**config.mk**
```make
export PLATFORM = sky130hd
export DESIGN_NAME = bsau_arith_unit
export DESIGN_NICKNAME = d
export VERILOG_FILES = /design/src/rtl/bsau_pkg.sv /design/src/rtl/bsau_arith_unit.sv /design/src/rtl/bsau_stack.sv
export SDC_FILE = /design/constraint.sdc
export NUM_CORES = 2
export LEC_CHECK = 0
export ABC_AREA = 1
export BUFFER_PORTS_ARGS = -buffer_cell sky130_fd_sc_hd__buf_2
export CORE_MARGIN = 2
export CORE_UTILIZATION = 42
export DETAILED_ROUTE_END_ITERATION = 8
export GPL_TIMING_DRIVEN = 0
export PLACE_DENSITY = 0.65
export SLEW_MARGIN = 20
export SYNTH_ARGS = -nofsm -noshare
export SYNTH_HDL_FRONTEND = slang
export SYNTH_HIERARCHICAL = 1
export SYNTH_SLANG_ARGS = --single-unit
```
**constraint.sdc**
```tcl
create_clock -name ref_clk -period 17.6 [get_ports ref_clk]
set_input_delay 2.64 -clock ref_clk [delete_from_list [all_inputs] [get_ports ref_clk]]
set_output_delay 2.64 -clock ref_clk [all_outputs]
set_load 0.005 [all_outputs]
```
**src/rtl/bsau_pkg.sv**
```systemverilog
package bsau_pkg;

  // ==========================================================================
  // Widths and sizes
  localparam int DATA_W      = 32;
  localparam int HALF_W      = 16;
  localparam int STACK_DEPTH = 8;
  localparam int NUM_FLAGS   = 7;
  localparam int OP_W        = 3;
  localparam int APB_ADDR_W  = 8;

  // ==========================================================================
  // Register byte addresses
  localparam logic [APB_ADDR_W-1:0] ADDR_CMD        = 8'h00;
  localparam logic [APB_ADDR_W-1:0] ADDR_DATA_LO    = 8'h04;
  localparam logic [APB_ADDR_W-1:0] ADDR_DATA_HI    = 8'h08;
  localparam logic [APB_ADDR_W-1:0] ADDR_ACC        = 8'h0C;
  localparam logic [APB_ADDR_W-1:0] ADDR_STACK_TOP  = 8'h10;
  localparam logic [APB_ADDR_W-1:0] ADDR_STORE_LO   = 8'h14;
  localparam logic [APB_ADDR_W-1:0] ADDR_STORE_HI   = 8'h18;
  localparam logic [APB_ADDR_W-1:0] ADDR_FLAGS      = 8'h1C;
  localparam logic [APB_ADDR_W-1:0] ADDR_IRQ_STATUS = 8'h20;
  localparam logic [APB_ADDR_W-1:0] ADDR_IRQ_MASK   = 8'h24;

  // ==========================================================================
  // Operation codes written to the command register
  localparam logic [OP_W-1:0] OP_NOP          = 3'h0;
  localparam logic [OP_W-1:0] OP_LOAD         = 3'h1;
  localparam logic [OP_W-1:0] OP_LOAD_DOUBLE  = 3'h2;
  localparam logic [OP_W-1:0] OP_STORE_DOUBLE = 3'h3;
  localparam logic [OP_W-1:0] OP_ADD          = 3'h4;
  localparam logic [OP_W-1:0] OP_SUB          = 3'h5;
  localparam logic [OP_W-1:0] OP_MUL          = 3'h6;

  // ==========================================================================
  // Flag bit positions and the flags each operation updates
  localparam int FLAG_ZERO   = 0;
  localparam int FLAG_BOR16  = 1;
  localparam int FLAG_BOR32  = 2;
  localparam int FLAG_CAR16  = 3;
  localparam int FLAG_CAR32  = 4;
  localparam int FLAG_NEG    = 5;
  localparam int FLAG_SIGN   = 6;
  localparam logic [NUM_FLAGS-1:0] AFFECT_ADD = 7'h79;
  localparam logic [NUM_FLAGS-1:0] AFFECT_SUB = 7'h67;
  localparam logic [NUM_FLAGS-1:0] AFFECT_MUL = 7'h21;

  typedef struct packed {
    logic [DATA_W-1:0]    result;
    logic [NUM_FLAGS-1:0] flags;
    logic [NUM_FLAGS-1:0] affect;
  } bsau_alu_type;

endpackage : bsau_pkg

```
**src/rtl/bsau_arith_unit.sv**
```systemverilog
// Overview of operation
// - Add adds accumulator and stack level one; sum goes to accumulator.
// - Every binary stack operation pops level one; deeper levels move up.
// - Zero flag set when the result in the accumulator is zero.
// - Carry16 flag set on carry out of bit 15 of an add.
// - Carry32 flag set on carry out of bit 31 of an add.
// - Negative flag follows the result's most significant bit.
// - Sign-error flag set on two's-complement overflow of add or subtract.
// - Subtract takes stack level one from the accumulator.
// - Borrow16 flag set when the low halves need a borrow.
// - Borrow32 flag set when the full subtract needs a borrow.
// - Multiply low halves into a 32-bit product; only zero and negative change.
// - A flag keeps its value until an operation affecting it updates it.
// - A load pushes the old accumulator onto stack level one.
// - Load-double fills accumulator, lower word giving the low half.
// - Store-double copies low and high half out in the same cycle; accumulator unchanged.
//
// The register offsets and the APB slave port are this design's own decisions.
module bsau_arith_unit #(
  parameter int STACK_DEPTH = bsau_pkg::STACK_DEPTH
) (
  input  wire logic                            ref_clk,
  input  wire logic                            rst_b,
  input  wire logic                            clkEn,
  input  wire logic [bsau_pkg::APB_ADDR_W-1:0] paddr,
  input  wire logic                            psel,
  input  wire logic                            penable,
  input  wire logic                            pwrite,
  input  wire logic [bsau_pkg::DATA_W-1:0]     pwdata,
  output logic      [bsau_pkg::DATA_W-1:0]     prdata,
  output logic                                 pready,
  output logic                                 pslverr,
  output logic                                 irq,
  output logic                                 zeroResultFlag,
  output logic                                 borrow16Flag,
  output logic                                 borrow32Flag,
  output logic                                 carry16Flag,
  output logic                                 carry32Flag,
  output logic                                 negativeResultFlag,
  output logic                                 signErrorFlag
);

  localparam int DW = bsau_pkg::DATA_W;
  localparam int HW = bsau_pkg::HALF_W;
  localparam int NF = bsau_pkg::NUM_FLAGS;
  localparam int OW = bsau_pkg::OP_W;

  typedef struct packed {
    logic [DW-1:0] acc;
    logic [HW-1:0] dataLo;
    logic [HW-1:0] dataHi;
    logic [HW-1:0] storeLo;
    logic [HW-1:0] storeHi;
    logic [NF-1:0] flags;
    logic [NF-1:0] irqStatus;
    logic [NF-1:0] irqMask;
    logic [OW-1:0] lastOp;
    logic [DW-1:0] rdData;
    logic          ready;
    logic          slvErr;
    logic          irqOut;
  } bsau_state_type;

  localparam bsau_state_type RESET_STATE = '0;

  // ==========================================================================
  // Reset release
  // The reset asserts at once but releases on the clock, so no flop leaves
  // reset in a different cycle from its neighbours.
  logic [1:0] rstPipe_reg;
  logic       rstSyncB;

  always_ff @(posedge ref_clk or negedge rst_b) begin
    if (!rst_b) begin
      rstPipe_reg <= 2'h0;
    end else begin
      rstPipe_reg <= {rstPipe_reg[0], 1'b1};
    end
  end

  assign rstSyncB = rstPipe_reg[1];

  // ==========================================================================
  // Arithmetic
  function automatic bsau_pkg::bsau_alu_type aluExec(input logic [OW-1:0] op,
                                                    input logic [DW-1:0] a,
                                                    input logic [DW-1:0] b);
    logic [DW:0]           wide;
    logic [HW:0]           low;
    bsau_pkg::bsau_alu_type o;
    o    = '0;
    wide = '0;
    low  = '0;
    case (op)
      bsau_pkg::OP_ADD: begin
        wide = {1'b0, a} + {1'b0, b};
        low  = {1'b0, a[HW-1:0]} + {1'b0, b[HW-1:0]};
        o.result = wide[DW-1:0];
        o.flags[bsau_pkg::FLAG_CAR16] = low[HW];
        o.flags[bsau_pkg::FLAG_CAR32] = wide[DW];
        o.flags[bsau_pkg::FLAG_SIGN] = (a[DW-1] == b[DW-1]) && (wide[DW-1] != a[DW-1]);
        o.affect = bsau_pkg::AFFECT_ADD;
      end
      bsau_pkg::OP_SUB: begin
        wide = {1'b0, a} - {1'b0, b};
        low  = {1'b0, a[HW-1:0]} - {1'b0, b[HW-1:0]};
        o.result = wide[DW-1:0];
        o.flags[bsau_pkg::FLAG_BOR16] = low[HW];
        o.flags[bsau_pkg::FLAG_BOR32] = wide[DW];
        o.flags[bsau_pkg::FLAG_SIGN] = (a[DW-1] != b[DW-1]) && (wide[DW-1] != a[DW-1]);
        o.affect = bsau_pkg::AFFECT_SUB;
      end
      bsau_pkg::OP_MUL: begin
        o.result = {{HW{1'b0}}, a[HW-1:0]} * {{HW{1'b0}}, b[HW-1:0]};
        o.affect = bsau_pkg::AFFECT_MUL;
      end
      default: begin
        o.affect = '0;
      end
    endcase
    o.flags[bsau_pkg::FLAG_ZERO] = (o.result == '0);
    o.flags[bsau_pkg::FLAG_NEG]  = o.result[DW-1];
    return o;
  endfunction : aluExec

  // ==========================================================================
  // State update
  bsau_state_type         stReg;
  bsau_state_type         stNext;
  bsau_pkg::bsau_alu_type aluOut;
  logic [DW-1:0]          stackTop;
  logic [OW-1:0]          wrOp;
  logic                   accessDone;
  logic                   cmdWrite;
  logic                   stackPush;
  logic                   stackPop;
  logic [NF-1:0]          events;
  logic [NF-1:0]          clearBits;
  logic [DW-1:0]          rdValue;
  logic                   addrHit;

  assign wrOp = pwdata[OW-1:0];

  always_comb begin
    stNext     = stReg;
    aluOut     = aluExec(wrOp, stReg.acc, stackTop);
    accessDone = psel && penable && stReg.ready;
    cmdWrite   = accessDone && pwrite && (paddr == bsau_pkg::ADDR_CMD);
    stackPush  = 1'b0;
    stackPop   = 1'b0;
    events     = '0;
    clearBits  = '0;
    addrHit    = 1'b1;
    rdValue    = '0;
    unique case (paddr)
      bsau_pkg::ADDR_CMD:        rdValue = {{(DW-OW){1'b0}}, stReg.lastOp};
      bsau_pkg::ADDR_DATA_LO:    rdValue = {{HW{1'b0}}, stReg.dataLo};
      bsau_pkg::ADDR_DATA_HI:    rdValue = {{HW{1'b0}}, stReg.dataHi};
      bsau_pkg::ADDR_ACC:        rdValue = stReg.acc;
      bsau_pkg::ADDR_STACK_TOP:  rdValue = stackTop;
      bsau_pkg::ADDR_STORE_LO:   rdValue = {{HW{1'b0}}, stReg.storeLo};
      bsau_pkg::ADDR_STORE_HI:   rdValue = {{HW{1'b0}}, stReg.storeHi};
      bsau_pkg::ADDR_FLAGS:      rdValue = {{(DW-NF){1'b0}}, stReg.flags};
      bsau_pkg::ADDR_IRQ_STATUS: rdValue = {{(DW-NF){1'b0}}, stReg.irqStatus};
      bsau_pkg::ADDR_IRQ_MASK:   rdValue = {{(DW-NF){1'b0}}, stReg.irqMask};
      default:                   addrHit = 1'b0;
    endcase
    // One wait state: data and the error are registered in the first access
    // cycle and presented with ready in the second.
    stNext.ready  = psel && penable && !stReg.ready;
    stNext.slvErr = psel && penable && !stReg.ready && !addrHit;
    stNext.rdData = (psel && penable && !stReg.ready && !pwrite) ? rdValue : '0;
    if (accessDone && pwrite && addrHit) begin
      unique case (paddr)
        bsau_pkg::ADDR_DATA_LO:    stNext.dataLo = pwdata[HW-1:0];
        bsau_pkg::ADDR_DATA_HI:    stNext.dataHi = pwdata[HW-1:0];
        bsau_pkg::ADDR_IRQ_STATUS: clearBits = pwdata[NF-1:0];
        bsau_pkg::ADDR_IRQ_MASK:   stNext.irqMask = pwdata[NF-1:0];
        default:                   stNext.lastOp = stReg.lastOp;
      endcase
    end
    if (cmdWrite) begin
      stNext.lastOp = wrOp;
      case (wrOp)
        bsau_pkg::OP_LOAD: begin
          stackPush = 1'b1;
          stNext.acc = {{HW{1'b0}}, stReg.dataLo};
        end
        bsau_pkg::OP_LOAD_DOUBLE: begin
          stackPush = 1'b1;
          stNext.acc = {stReg.dataHi, stReg.dataLo};
        end
        bsau_pkg::OP_STORE_DOUBLE: begin
          stNext.storeLo = stReg.acc[HW-1:0];
          stNext.storeHi = stReg.acc[DW-1:HW];
        end
        bsau_pkg::OP_ADD, bsau_pkg::OP_SUB, bsau_pkg::OP_MUL: begin
          stackPop = 1'b1;
          stNext.acc = aluOut.result;
          stNext.flags = (stReg.flags & ~aluOut.affect)
                       | (aluOut.flags & aluOut.affect);
          events = aluOut.flags & aluOut.affect;
        end
        default: begin
          stNext.lastOp = wrOp;
        end
      endcase
    end
    // A flag raised in the same cycle as its clear survives the clear.
    stNext.irqStatus = (stReg.irqStatus & ~clearBits) | events;
    stNext.irqOut    = |(stNext.irqStatus & stNext.irqMask);
  end

  always_ff @(posedge ref_clk or negedge rstSyncB) begin
    if (!rstSyncB) begin
      stReg <= RESET_STATE;
    end else if (clkEn) begin
      stReg <= stNext;
    end
  end

  bsau_stack #(
    .DEPTH (STACK_DEPTH),
    .WIDTH (DW)
  ) u_stack (
    .clk      (ref_clk),
    .rstB     (rstSyncB),
    .clkEn    (clkEn),
    .push     (stackPush),
    .pop      (stackPop),
    .pushData (stReg.acc),
    .top      (stackTop)
  );

  assign prdata             = stReg.rdData;
  assign pready             = stReg.ready;
  assign pslverr            = stReg.slvErr;
  assign irq                = stReg.irqOut;
  assign zeroResultFlag     = stReg.flags[bsau_pkg::FLAG_ZERO];
  assign borrow16Flag       = stReg.flags[bsau_pkg::FLAG_BOR16];
  assign borrow32Flag       = stReg.flags[bsau_pkg::FLAG_BOR32];
  assign carry16Flag        = stReg.flags[bsau_pkg::FLAG_CAR16];
  assign carry32Flag        = stReg.flags[bsau_pkg::FLAG_CAR32];
  assign negativeResultFlag = stReg.flags[bsau_pkg::FLAG_NEG];
  assign signErrorFlag      = stReg.flags[bsau_pkg::FLAG_SIGN];
endmodule : bsau_arith_unit

```
**src/rtl/bsau_stack.sv**
```systemverilog
module bsau_stack #(
  parameter int DEPTH = bsau_pkg::STACK_DEPTH,
  parameter int WIDTH = bsau_pkg::DATA_W
) (
  input  wire logic             clk,
  input  wire logic             rstB,
  input  wire logic             clkEn,
  input  wire logic             push,
  input  wire logic             pop,
  input  wire logic [WIDTH-1:0] pushData,
  output logic      [WIDTH-1:0] top
);

  typedef struct packed {
    logic [DEPTH-1:0][WIDTH-1:0] level;
  } bsau_stack_type;

  bsau_stack_type stReg;
  bsau_stack_type stNext;

  // ==========================================================================
  // Shift logic; index 0 is the first level.
  always_comb begin
    stNext = stReg;
    if (push) begin
      for (int i = DEPTH - 1; i > 0; i--) begin
        stNext.level[i] = stReg.level[i-1];
      end
      stNext.level[0] = pushData;
    end else if (pop) begin
      for (int i = 0; i < DEPTH - 1; i++) begin
        stNext.level[i] = stReg.level[i+1];
      end
      stNext.level[DEPTH-1] = '0;
    end
  end

  always_ff @(posedge clk or negedge rstB) begin
    if (!rstB) begin
      stReg <= '0;
    end else if (clkEn) begin
      stReg <= stNext;
    end
  end

  assign top = stReg.level[0];
endmodule : bsau_stack

```
==> results.yml <==
finish:
  top_register: "u_stack/stReg"
  largest_register_ffs: 224
  nets: 5719
  final_common_cell: "nand2_1"
  diodes: 0
  final_cell_mix: "nand2_1, inv_1, dfrtp_1, nand3_1, nor2_1"
  syn2layout_area_growth_pct: 9.852
  drive_above_1_share_pct: 7.681
  top_regs: "u_stack/stReg x224, stReg x113"
placement:
  dp_hpwl_um: 97440
  numPortBuffers: 69
  finalWeightedCongestion: 1.022
worst_setup_path:
  cpMostUsedCell: "nand2_1"
  arrival_ns: 8.39
  path_class: "reg2reg"
  cp.required_ns: 18.13
  cp_slowest_stage_delay_ns: 0.77
  cp_max_fo: 10
  end_kind: "flop"
  start_kind: "flop"
  cpMaxStageDelayCell: "clkbuf_1"
cts:
  clockBufferDepth: 3
  cts_sinks: 413
  numCtsBuffers: 44
  hold_buffers: 0
  post_cts_buffers: 0
  h-tree-depth: 2
  clk-insertion-delay-late_ns: 0.60
  root_buffer: "clkbuf_16"
  cts_resized: 0
  tritoncts: "built"
  clk_pin_slew_worst_paths_ns: 0.07
timing:
  finClkSkew_ns: 0.01427
  final-hold-violation-count: 0
  finalCritPeriodShare_pct: 44.67
  finalSetupViolCount: 0
  tightest_slew_ns: 1.024
  slew_viol_final: 0
  period_needed_ns: 7.863
  rsz0062_at_grt: "false"
  finalSetupTns_ns: 0
  max_freq_mhz: 127.2
  relSlewSlack_pct: 31.75
grt:
  grt_max_degree: 57
  grt_overflow: 0
  antenna_found_initial: 0
  track_usage_pct: 27.99
  first_global_vias: 31770
  grt_pass1_wl_um: 185300
logic_synthesis:
  ys_async_sr_fraction_pct: 100.0
  ys_types: 52
  synth.top_cell.area_share_pct: 29.56
  synth-seq-cells: 413
  avgSynthCellArea_um2: 6.743
  yosys-top-cells-area: "dfrtp_1, nand2_1, fa_1"
  ys.flop_type: "dfrtp_1"
  ys_seq_area_share_pct: 29.56
  synth_area_um2: 34960
  syn-num-nets: 5595
  synth-edff-count: 0
  yosys_warnings: 6
  synth.largest_area_cell: "dfrtp_1"
  synth_cells: 5185
power:
  finalPower_mw: 2.048
  power.density_nw_per_um2: 53.32
  p_leak_nw: 22.17
  ir_worst_vdd_mv: 0.07178
detailed_routing:
  ant_nets: 0
  routed_wl_um: 119600
  drc: 0
  routedWlPerCell_um: 18.66
  vias_per_cell: 5.127
  vias: 32860
  drt_iter0_markers: 2996
  firstDrtPassIters: 6
die:
  die_x_um: 292.5
  start_util_pct: 42.51
  rows: 105
  core_area_um2: 82240
  die_area_um2: 85570
  die_h_um: 292.5
  ios: 88
run_status:
  outcome: "complete, no violations"
run:
  max_cap_viol_count: 0
hold_path:
  hp-class: "reg2async"
power breakdown:
group          switching, mW  internal, mW  leakage, nW
registers            0.00480         0.955         5.62
logic                 0.0595        0.0216         15.8
clock network          0.409         0.598        0.752
per-stage QoR:
step / area [um^2] / setup WS, ns / utilization (%) / instances / hold WS, ns
CTS: 38400 / 9.857 / 46.69 / 6408 / 0.3189
global route: 38410 / 9.440 / 46.70 / 6408 / 0.3482
global placement: 36650 / 0.2067 / 44.56 / 6324 / 0.3355
finish: 38410 / 9.737 / 46.70 / 6408 / 0.3012
floorplan: 34960 / 5.237 / - / 5185 / 0.3312
detailed placement: 36870 / 9.901 / 44.83 / 6333 / 0.3155
worst max-delay path, delay by kind of cell, from the launching register on:
family,cells,cell delay (ns)
buffers and inverters,8,1.72
flip-flops,1,0.50
AND/OR/NAND/NOR,16,2.18
adder cells (fa/ha/maj),7,3.41
final timing paths:
| kind | slack [ns] | depth (start not counted) | to | from |
|---|---|---|---|---|
| worst max-delay path | 9.74 | 31 | irq$_DFFE_PN0P_ | stReg[129]$_DFFE_PN0P_ |
| worst min-delay path | 0.30 | 0 | u_stack/top[25]$_DFFE_PN0P_ | rstPipe_reg[1]$_DFF_PN0_ |
| worst max register to register | 9.74 | 31 | irq$_DFFE_PN0P_ | stReg[129]$_DFFE_PN0P_ |
| worst min register to register | 0.30 | 0 | u_stack/top[25]$_DFFE_PN0P_ | rstPipe_reg[1]$_DFF_PN0_ |
| max in group asynchronous | 15.68 | 1 | rstPipe_reg[1]$_DFF_PN0_ | rst_b |
| min in group ref_clk | 0.35 | 0 | rstPipe_reg[1]$_DFF_PN0_ | rstPipe_reg[0]$_DFF_PN0_ |
cell type report:
class / count / area (um^2)
multi-input combinational: 3715 / 20170
buffer: 310 / 1660
fill: 8516 / 43830
tap: 1070 / 1339
clock inverter: 12 / 250.2
clock buffer: 63 / 1284
sequential: 413 / 10340
inverter: 747 / 2804
timing repair buffer: 78 / 563.0
logic make-up after synthesis:
group           synth area share, %
fa+ha+maj                     17.24
xor+xnor                    0.07517
mux                         0.09304
other cells                 0.01073
flops                         29.56
buf+inv                       12.77
compound gates                6.853
simple gates                  33.40
synthesized netlist by cell type, types with 5 or more instances:
cell type	count
buf_2	96
ha_1	168
o21ai_0	143
nand3_1	260
nand2_2	9
nor2_2	9
o2111ai_1	6
o21bai_1	18
clkbuf_1	111
nand3_2	5
nor3_2	5
a31oi_1	5
fa_1	196
inv_1	721
inv_2	23
a21oi_1	117
nand3b_1	8
dfrtp_1	413
nand2_1	2374
nor2_1	199
a22o_1	23
buf_4	96
o21ai_1	13
nor3_1	22
o22ai_1	43
a32o_1	6
nand4_1	28
a221oi_1	13
per-layer routing:
layer	part of all wire, %	global-route usage [%]	wire length (um)	vias to the layer above
li1	-	-	-	15980
met1	42	37.16	50460	15380
met2	45	45.34	54040	1233
met3	6.9	3.544	8280	269
met4	5.7	13.47	6779	0
met5	0	0	0	-
(Power assumes the default switching activity.)
